===== src/vcf_map.vh =====
// vcf_map.vh: header fields, command codes, register offsets and picture size limits
// assumes inclusion by bare name from the decoder command front end
`ifndef VCF_MAP_VH
`define VCF_MAP_VH
`define VCF_CMD_TYPE 3'h3
`define VCF_PIPE_BSD 2'h2
`define VCF_OPC_VC1 3'h5
`define VCF_SUB_IND 8'h00
`define VCF_SUB_PIC 8'h01
`define VCF_LEN_IND 16'h0001
`define VCF_LEN_PIC 16'h0005
`define VCF_REG_CMD 8'h00
`define VCF_REG_STAT 8'h04
`define VCF_REG_BASE 8'h08
`define VCF_REG_BOUND 8'h0c
`define VCF_REG_PIC1 8'h10
`define VCF_REG_PIC2 8'h14
`define VCF_REG_ADDR 8'h18
`define VCF_REG_DATA 8'h1c
`define VCF_REG_EFF 8'h20
`define VCF_REG_FILT 8'h24
`define VCF_MAX_H 8'h44
`define VCF_MAX_W 8'h78
`endif


===== src/vcf_cmd_front.v =====
// vcf_cmd_front.v: command front end of a bit-serial slice decoder
// assumes an ahb-lite master writes command dwords to the command port in order
//
// Local design decisions: the address map and register access over AHB-Lite.
`timescale 1ns/100ps
`default_nettype none
`include "vcf_map.vh"
module vcf_cmd_front #(
  parameter AW = 8 // register address bits decoded
) (
  input wire CORE_CLK, // 40 MHz clock
  input wire RST_N, // synchronous reset, active low
  input wire HSEL, // slave select
  input wire [31:0] HADDR, // byte address
  input wire [1:0] HTRANS, // transfer type
  input wire HWRITE, // write when high
  input wire [2:0] HSIZE, // transfer size
  input wire [31:0] HWDATA, // write data
  input wire HREADY, // bus ready in
  output wire HREADYOUT, // always ready
  output wire HRESP, // always okay
  output reg [31:0] HRDATA, // read data
  input wire [31:0] IND_START, // slice indirect start address
  input wire IND_DATA_VALID, // fetched indirect data valid
  input wire [31:0] IND_DATA_IN, // fetched indirect data from memory
  input wire [31:0] IND_DATA_ADDR, // address the fetched data came from
  output reg [31:0] IND_ADDR_OUT, // base plus start address
  output reg IND_OUT_VALID, // filtered data valid
  output reg [31:0] IND_DATA_OUT, // data after range check
  output reg [7:0] PIC_HEIGHT_MB, // picture height in macroblocks
  output reg [7:0] PIC_WIDTH_MB, // picture width in macroblocks
  output reg CONCEAL_ENABLE, // fill missing macroblocks
  output reg [4:0] ALT_PIC_QUANT, // alternative picture quantizer
  output reg DEBLOCK_INFO_EN, // deblocking info to video front end
  output reg OVERLAP_EN, // picture overlap smoothing
  output reg IMPLICIT_QUANT_FLAG, // quantizer element was zero
  output reg [4:0] PIC_QUANT, // picture quantizer
  output reg [3:0] ALT_QUANT_EDGE_MASK, // edge mask, zero unless config 01
  output reg [1:0] ALT_QUANT_CONFIG, // alternative quantizer use
  output reg HALF_STEP_QUANT_FLAG, // half-step quantizer
  output reg UNIFORM_QUANT_FLAG, // uniform ac quantization
  output reg [1:0] COND_OVERLAP, // conditional overlap mode
  output reg PIC_STATE_PULSE // one cycle when picture state lands
);
  // parser states
  localparam ST_HDR = 2'h0;
  localparam ST_IND = 2'h1;
  localparam ST_PIC = 2'h2;
  localparam ST_SKIP = 2'h3;

  reg [1:0] state_r;
  reg [1:0] state_nxt;
  reg [15:0] left_r;
  reg [2:0] idx_r;
  reg [19:0] base_r;
  reg [19:0] bound_r;
  reg [31:0] pic1_r;
  reg [31:0] pic2_r;
  reg [31:0] pic2_stage_r;
  reg [31:0] pic1_stage_r;
  reg [7:0] err_cnt_r;
  reg [7:0] ind_cnt_r;
  reg [7:0] pic_cnt_r;
  reg wr_pend_r;
  reg [AW-1:0] wr_addr_r;
  reg [AW-1:0] rd_addr_r;
  reg rd_pend_r;
  reg [15:0] zero_cnt_r;
  reg [15:0] pass_cnt_r;

  // header decode is used in two places, so it lives in a function
  function [1:0] hdr_kind;
    input [31:0] h;
    begin
      // a header that names this engine but no known command returns 0
      hdr_kind = 2'h0;
      if (h[31:29] == `VCF_CMD_TYPE && h[28:27] == `VCF_PIPE_BSD && h[26:24] == `VCF_OPC_VC1) begin
        if (h[23:16] == `VCF_SUB_IND && h[15:0] == `VCF_LEN_IND)
          hdr_kind = 2'h1;
        else if (h[23:16] == `VCF_SUB_PIC && h[15:0] == `VCF_LEN_PIC)
          hdr_kind = 2'h2;
      end
    end
  endfunction

  // out-of-range test on a 4 KB page number
  function out_of_range;
    input [19:0] page;
    input [19:0] bnd;
    begin
      out_of_range = (bnd != 20'h00000) && (page >= bnd);
    end
  endfunction

  // no wait states and no error responses, ever
  assign HREADYOUT = 1'b1;
  assign HRESP = 1'b0;

  // write data of a command dword, valid in the data phase
  wire cmd_wr = wr_pend_r && (wr_addr_r == `VCF_REG_CMD);
  wire [1:0] kind = hdr_kind(HWDATA);
  wire [1:0] hdr_now = kind;

  // address phase capture; single-cycle answer, no wait states
  always @(posedge CORE_CLK) begin
    if (!RST_N) begin
      wr_pend_r <= 1'b0;
      rd_pend_r <= 1'b0;
      wr_addr_r <= {AW{1'b0}};
      rd_addr_r <= {AW{1'b0}};
    // only a ready cycle ends an address phase
    end else if (HREADY) begin
      wr_pend_r <= HSEL && HTRANS[1] && HWRITE;
      rd_pend_r <= HSEL && HTRANS[1] && !HWRITE;
      wr_addr_r <= HADDR[AW-1:0];
      rd_addr_r <= HADDR[AW-1:0];
    end
  end

  // command parser state, next value
  always @* begin
    state_nxt = state_r;
    case (state_r)
      // a header decides which body follows; anything foreign stays here
      ST_HDR: begin
        if (cmd_wr) begin
          if (hdr_now == 2'h1)
            state_nxt = ST_IND;
          else if (hdr_now == 2'h2)
            state_nxt = ST_PIC;
          else if (HWDATA[31:29] == `VCF_CMD_TYPE)
            state_nxt = ST_SKIP; // unknown decoder command: drop its body
        end
      end
      // every body ends on the dword that finds no length left
      ST_IND, ST_PIC, ST_SKIP: begin
        if (cmd_wr && left_r == 16'h0000)
          state_nxt = ST_HDR;
      end
      // all four codes name states, so this is never taken; it falls back to header hunting
      default: state_nxt = ST_HDR;
    endcase
  end

  // parser and latches; dword 1 counts as the first body dword
  always @(posedge CORE_CLK) begin
    if (!RST_N) begin
      // everything starts clean; an idle bound of zero leaves the check off
      state_r <= ST_HDR;
      left_r <= 16'h0000;
      idx_r <= 3'h0;
      base_r <= 20'h00000;
      bound_r <= 20'h00000;
      pic1_r <= 32'h00000000;
      pic2_r <= 32'h00000000;
      pic1_stage_r <= 32'h00000000;
      pic2_stage_r <= 32'h00000000;
      err_cnt_r <= 8'h00;
      ind_cnt_r <= 8'h00;
      pic_cnt_r <= 8'h00;
      PIC_STATE_PULSE <= 1'b0;
    end else begin
      state_r <= state_nxt;
      PIC_STATE_PULSE <= 1'b0;
      // only a command-port data phase moves the parser
      if (cmd_wr) begin
        case (state_r)
          // the length field counts body dwords beyond the first
          ST_HDR: begin
            idx_r <= 3'h1;
            left_r <= HWDATA[15:0]; // body length minus one
            if (hdr_now == 2'h0 && err_cnt_r != 8'hff)
              err_cnt_r <= err_cnt_r + 8'h01;
          end
          // indirect body: base page, then bound page
          ST_IND: begin
            idx_r <= idx_r + 3'h1;
            left_r <= left_r - 16'h0001;
            if (idx_r == 3'h1)
              base_r <= HWDATA[31:12]; // low 12 bits ignored
            if (idx_r == 3'h2) begin
              bound_r <= HWDATA[31:12];
              ind_cnt_r <= ind_cnt_r + 8'h01;
            end
          end
          // picture body: only dwords 1 and 2 carry fields this block uses
          ST_PIC: begin
            idx_r <= idx_r + 3'h1;
            left_r <= left_r - 16'h0001;
            if (idx_r == 3'h1)
              pic1_stage_r <= HWDATA;
            if (idx_r == 3'h2)
              pic2_stage_r <= HWDATA;
            // commit only once the whole command is in, so a slice never sees half a state
            if (left_r == 16'h0000) begin
              pic1_r <= pic1_stage_r;
              pic2_r <= pic2_stage_r;
              pic_cnt_r <= pic_cnt_r + 8'h01;
              PIC_STATE_PULSE <= 1'b1;
            end
          end
          // unknown decoder command: count its body away
          ST_SKIP: begin
            left_r <= left_r - 16'h0001;
          end
          default: idx_r <= 3'h0;
        endcase
      end
    end
  end

  // field slices of the held picture dwords; reserved bits are simply not picked
  wire [7:0] fld_height = pic1_r[23:16];
  wire [7:0] fld_width = pic1_r[7:0];
  wire fld_conceal = pic2_r[29];
  wire [4:0] fld_alt_quant = pic2_r[28:24];
  wire fld_loop_filter = pic2_r[23];
  wire fld_overlap = pic2_r[22];
  wire fld_implicit = pic2_r[21];
  wire [4:0] fld_quant = pic2_r[20:16];
  wire [3:0] fld_edge_mask = pic2_r[15:12];
  wire [1:0] fld_config = pic2_r[11:10];
  wire fld_half_step = pic2_r[9];
  wire fld_uniform = pic2_r[8];
  wire [1:0] fld_cond = pic2_r[7:6];

  // picture parameter outputs decoded from held dwords; reserved bits dropped
  always @(posedge CORE_CLK) begin
    if (!RST_N) begin
      // outputs sit at zero until the first picture state lands
      PIC_HEIGHT_MB <= 8'h00;
      PIC_WIDTH_MB <= 8'h00;
      CONCEAL_ENABLE <= 1'b0;
      ALT_PIC_QUANT <= 5'h00;
      DEBLOCK_INFO_EN <= 1'b0;
      OVERLAP_EN <= 1'b0;
      IMPLICIT_QUANT_FLAG <= 1'b0;
      PIC_QUANT <= 5'h00;
      ALT_QUANT_EDGE_MASK <= 4'h0;
      ALT_QUANT_CONFIG <= 2'h0;
      HALF_STEP_QUANT_FLAG <= 1'b0;
      UNIFORM_QUANT_FLAG <= 1'b0;
      COND_OVERLAP <= 2'h0;
    end else begin
      PIC_HEIGHT_MB <= fld_height;
      PIC_WIDTH_MB <= fld_width;
      CONCEAL_ENABLE <= fld_conceal;
      ALT_PIC_QUANT <= fld_alt_quant;
      DEBLOCK_INFO_EN <= fld_loop_filter;
      OVERLAP_EN <= fld_overlap;
      IMPLICIT_QUANT_FLAG <= fld_implicit;
      PIC_QUANT <= fld_quant;
      // edge mask has no meaning outside edge-only mode, so it is forced quiet
      ALT_QUANT_EDGE_MASK <= (fld_config == 2'h1) ? fld_edge_mask : 4'h0;
      ALT_QUANT_CONFIG <= fld_config;
      HALF_STEP_QUANT_FLAG <= fld_half_step;
      UNIFORM_QUANT_FLAG <= fld_uniform;
      COND_OVERLAP <= fld_overlap ? fld_cond : 2'h0; // reserved 01 passed on
    end
  end

  // range verdict of the returned word, shared by the data path and the tallies
  wire fetch_zero = out_of_range(IND_DATA_ADDR[31:12], bound_r);
  wire range_on = (bound_r != 20'h00000);

  // indirect address offset and returned-data range filter
  always @(posedge CORE_CLK) begin
    if (!RST_N) begin
      IND_ADDR_OUT <= 32'h00000000;
      IND_OUT_VALID <= 1'b0;
      IND_DATA_OUT <= 32'h00000000;
    end else begin
      IND_ADDR_OUT <= {base_r, 12'h000} + IND_START;
      // valid is a plain one-cycle echo of the fetch strobe
      IND_OUT_VALID <= IND_DATA_VALID;
      // the fetch was already issued; only the data is replaced
      if (IND_DATA_VALID)
        IND_DATA_OUT <= fetch_zero ? 32'h00000000 : IND_DATA_IN;
    end
  end

  // filter tallies for software; they saturate rather than wrap, so a long run still reads sane
  always @(posedge CORE_CLK) begin
    if (!RST_N) begin
      zero_cnt_r <= 16'h0000;
      pass_cnt_r <= 16'h0000;
    end else if (IND_DATA_VALID) begin
      if (fetch_zero) begin
        if (zero_cnt_r != 16'hffff)
          zero_cnt_r <= zero_cnt_r + 16'h0001;
      end else begin
        if (pass_cnt_r != 16'hffff)
          pass_cnt_r <= pass_cnt_r + 16'h0001;
      end
    end
  end

  // read mux; unmapped offsets read zero
  always @* begin
    HRDATA = 32'h00000000;
    // outside a read data phase the bus sees zeros
    if (rd_pend_r) begin
      case (rd_addr_r)
        // status packs the parser state with its three command tallies
        `VCF_REG_STAT: HRDATA = {6'h00, state_r, err_cnt_r, ind_cnt_r, pic_cnt_r};
        `VCF_REG_ADDR: HRDATA = IND_ADDR_OUT;
        `VCF_REG_DATA: HRDATA = IND_DATA_OUT;
        `VCF_REG_EFF: HRDATA = {bound_r, 11'h000, range_on};
        `VCF_REG_FILT: HRDATA = {zero_cnt_r, pass_cnt_r};
        `VCF_REG_BASE: HRDATA = {base_r, 12'h000};
        `VCF_REG_BOUND: HRDATA = {bound_r, 12'h000};
        `VCF_REG_PIC1: HRDATA = pic1_r;
        `VCF_REG_PIC2: HRDATA = pic2_r;
        default: HRDATA = 32'h00000000;
      endcase
    end
  end

endmodule
`default_nettype wire


===== config.mk =====
export PLATFORM = sky130hd
export DESIGN_NAME = vcf_cmd_front
export DESIGN_NICKNAME = d
export VERILOG_FILES = /design/src/vcf_cmd_front.v
export VERILOG_INCLUDE_DIRS = /design/src
export SDC_FILE = /design/constraint.sdc
export NUM_CORES = 1
export LEC_CHECK = 0
export ABC_AREA = 1
export BUFFER_PORTS_ARGS = -buffer_cell sky130_fd_sc_hd__clkbuf_2
export CAP_MARGIN = 20
export CORE_ASPECT_RATIO = 1.4
export CORE_MARGIN = 2
export CORE_UTILIZATION = 45
export DETAILED_ROUTE_END_ITERATION = 7
export GPL_ROUTABILITY_DRIVEN = 0
export GPL_TIMING_DRIVEN = 1
export PLACE_DENSITY = 0.67
export SETUP_SLACK_MARGIN = 0.2
export SKIP_CTS_REPAIR_TIMING = 1
export SLEW_MARGIN = 10
export SYNTH_ARGS = -nofsm -noshare
export SYNTH_HDL_FRONTEND = slang
export SYNTH_SLANG_ARGS = --single-unit
export TNS_END_PERCENT = 20

===== constraint.sdc =====
create_clock -name CORE_CLK -period 4.1 [get_ports CORE_CLK]
set_input_delay 0.615 -clock CORE_CLK [delete_from_list [all_inputs] [get_ports CORE_CLK]]
set_output_delay 0.615 -clock CORE_CLK [all_outputs]
set_load 0.01 [all_outputs]

==> impl_metrics.py <==
metrics = {
    "setup_path": {
        "cp_data_required_time_ps": 3480,
        "crit_arrival_ps": 3110,
        "reg2reg_to": "IND_DATA_OUT[10]$_SDFFE_PN0P_",
        "cp_max_fo": 17,
        "reg2regPathDepth": 12,
        "r2r_start": "bound_r[1]$_SDFFE_PN0P_",
        "r2r_slack_ps": 1350,
        "path_class": "flop to primary output",
        "end_kind": "primary output",
        "cp-start-kind": "flop",
    },
    "min_path": {
        "min_from": "IND_START[9]",
        "min_path_type": "input port to flop",
        "min_path_cells": 3,
        "holdPathEnd": "IND_ADDR_OUT[9]$_SDFF_PN0_",
    },
    "route": {
        "wire_per_inst_um": 18.8,
        "drc": 0,
        "routed_via_density": 5.50,
        "vias": 17300,
        "first_iter_violations": 1488,
        "dr.pass1.iters": 6,
        "postRouteAntennaNets": 0,
        "wl_mm": 58.9,
    },
    "final_layout": {
        "final_layout_size_suffix_gt1_frac": 0.149,
        "final_cell_mix": "nand2_1 (570), dfxtp_1 (361), inv_1 (282)",
        "final_util": 0.527,
        "layout_commonest_cell": "nand2_1",
        "fin_area_mm2": 0.0202,
        "area_delta_synth_final_pct": 16.3,
        "layout.nets": 2853,
    },
    "logic_synthesis": {
        "yosysSeqAreaShare": 0.417,
        "syn_nets": 2645,
        "netlist_area_mm2": 0.0173,
        "synth-seq-cells": 361,
        "synth_ff_type": "dfxtp_1",
        "syn-instance-count": 2420,
        "yosys.area.top_type_share": 0.417,
        "synth_edf_count": 0,
        "yosys_warnings": 0,
        "synth.distinct_cells": 54,
        "synth.area.top_cells": "dfxtp_1 (42%), nand2_1 (12%), a21oi_1 (7.9%)",
        "synth-async-reset-ratio": 0,
        "avgSynthCellArea_um2": 7.17,
        "yosys.area.top_type": "dfxtp_1",
    },
    "global_route": {
        "gr-total-overflow": 0,
        "grt_pass1_wl_mm": 89.1,
        "grt_pass1_vias": 16000,
        "antenna_found_initial": 3,
        "track_usage": 0.286,
        "grt_max_degree": 139,
    },
    "power_and_ir_drop": {
        "powerDensity_mw_per_mm2": 388,
        "leakagePower_nw": 8.44,
        "ir_drop_uv": 215,
    },
    "timing": {
        "finalWorstPathRequiredPeriod_ps": 3720,
        "hold_viol_final": 0,
        "tightest_slew_ps": 1100,
        "slew_viol_final": 0,
        "fin_setup_tns_ps": 0,
        "finalClockSkew_ps": 15.7,
        "period_share": 0.908,
        "rsz0062_at_grt": "false",
        "max-slew-margin-rel": 0.265,
        "setup_viol_count_final": 0,
        "fmax_mhz": 269,
    },
    "clocking": {
        "cts.reportedPaths.clkPinSlew_ps": 60,
        "cts_buffers": 37,
        "clk_path_buf_depth": 3,
        "cts.sinks": 361,
        "root_buffer": "clkbuf_16",
        "htreeDepth": 2,
        "clock_latency_ps": 540,
        "cts_tree": "yes",
    },
    "floorplanning": {
        "die_x_um": 170,
        "initial_utilization": 0.453,
        "die_area_mm2": 0.0401,
        "core_mm2": 0.0383,
        "ios": 311,
        "rows": 85,
        "die-height_um": 236,
    },
    "run_status": {
        "status": "finished clean",
    },
    "placed_design": {
        "placed_cell_area_mm2": 0.0189,
        "io_buffer_count": 268,
        "hpwl_mm": 43.6,
    },
    "job": {
        "max-cap-violations": 0,
    },
}
==> report_power, final <==
part | leakage [nW] | total (mW) | internal (mW) | switching [mW]
clock | 0.615 | 3.46 | 2.00 | 1.46
combinational | 4.90 | 0.741 | 0.224 | 0.517
sequential | 2.93 | 3.63 | 3.56 | 0.0656
total | 8.44 | 7.83 | 5.79 | 2.05
==> layer usage <==
metal  GRT usage  share of wire  vias up
li1            -              -     8366
met1       0.352           0.40     8046
met2       0.485           0.48      710
met3      0.0391          0.069      133
met4       0.148          0.052        0
met5           0              0        -
==> worst max-delay path by stage <==
stage	from	end	slack, ps
4_1_cts	rd_addr_r[4]$_SDFFE_PN0P_	HRDATA[10]	470
3_5_place_dp	rd_addr_r[2]$_SDFFE_PN0P_	HRDATA[26]	1010
6_report	rd_addr_r[3]$_SDFFE_PN0P_	HRDATA[26]	380
5_1_grt	rd_addr_r[4]$_SDFFE_PN0P_	HRDATA[13]	250
3_3_place_gp	rd_addr_r[2]$_SDFFE_PN0P_	HRDATA[26]	1030
2_1_floorplan	IND_START[12]	IND_ADDR_OUT[22]$_SDFF_PN0_	1860
==> kinds of logic after synthesis <==
logic type | share of synthesized area
AO/OA/AOI/OAI | 0.181
XOR/XNOR | 0.0227
adder cells (fa/ha/maj) | 0.0394
buffers and inverters | 0.0973
flip-flops | 0.417
other | 0.000433
AND/OR/NAND/NOR | 0.242
==> state kept, by name, indices dropped and copies added (netlist names), 8 cells and up <==
signal         cells
ind_cnt_r          8
PIC_HEIGHT_MB      8
zero_cnt_r        16
rd_addr_r          8
pic2_r            32
pic_cnt_r          8
pass_cnt_r        16
PIC_WIDTH_MB       8
base_r            20
err_cnt_r          8
left_r            16
IND_ADDR_OUT      32
pic2_stage_r      32
pic1_r            32
pic1_stage_r      32
bound_r           20
IND_DATA_OUT      32
==> stage by stage <==
stage               setup slack (ps)  hold slack, ps  power [mW]  std cells
finish                           377             260        7.83       3137
global route                     245             264        8.09       3137
CTS                              468             241        7.85       3133
detailed placement              1010             436        4.42       3066
global placement                1030             436        4.41       3066
floorplan                       1860             420        4.13       2420
==> Yosys cell counts (all sizes together) (2+ instances only) <==
cell / count
a21o: 3
nand4: 40
nor3: 39
nand3b: 2
a22o: 4
a221oi: 10
clkbuf: 75
xnor2: 11
or2: 5
a21oi: 274
o21bai: 4
o22ai: 5
ha: 53
a22oi: 8
o21ai: 93
o221ai: 2
xor2: 34
conb: 2
o21a: 6
o2111ai: 4
a41oi: 4
nand3: 91
nand2: 577
a211oi: 92
inv: 298
clkinv: 3
a31oi: 10
o211ai: 16
buf: 45
nor4: 12
nor2: 230
dfxtp: 361
nor4b: 2
==> critical path: stages, from the launching register on <==
cell and delay, ps:
dfxtp_1 340, inv_2 60, nand3_1 110, inv_1 120, nand2_1 140, nand2_2 260
inv_2 180, nand4_1 110, o21ai_2 790, nor2_1 260, clkbuf_2 200
==> final cells by class <==
cell class	instances	area (um2)
fillers	3718	18100
multi-input cells	1638	8430
flip-flops and latches	361	7230
repair buffers	289	1530
inverters	301	1130
clock buffers	50	1040
well taps	478	598
clock inverters	17	195
diodes	3	7.51
(Power assumes the default switching activity.)
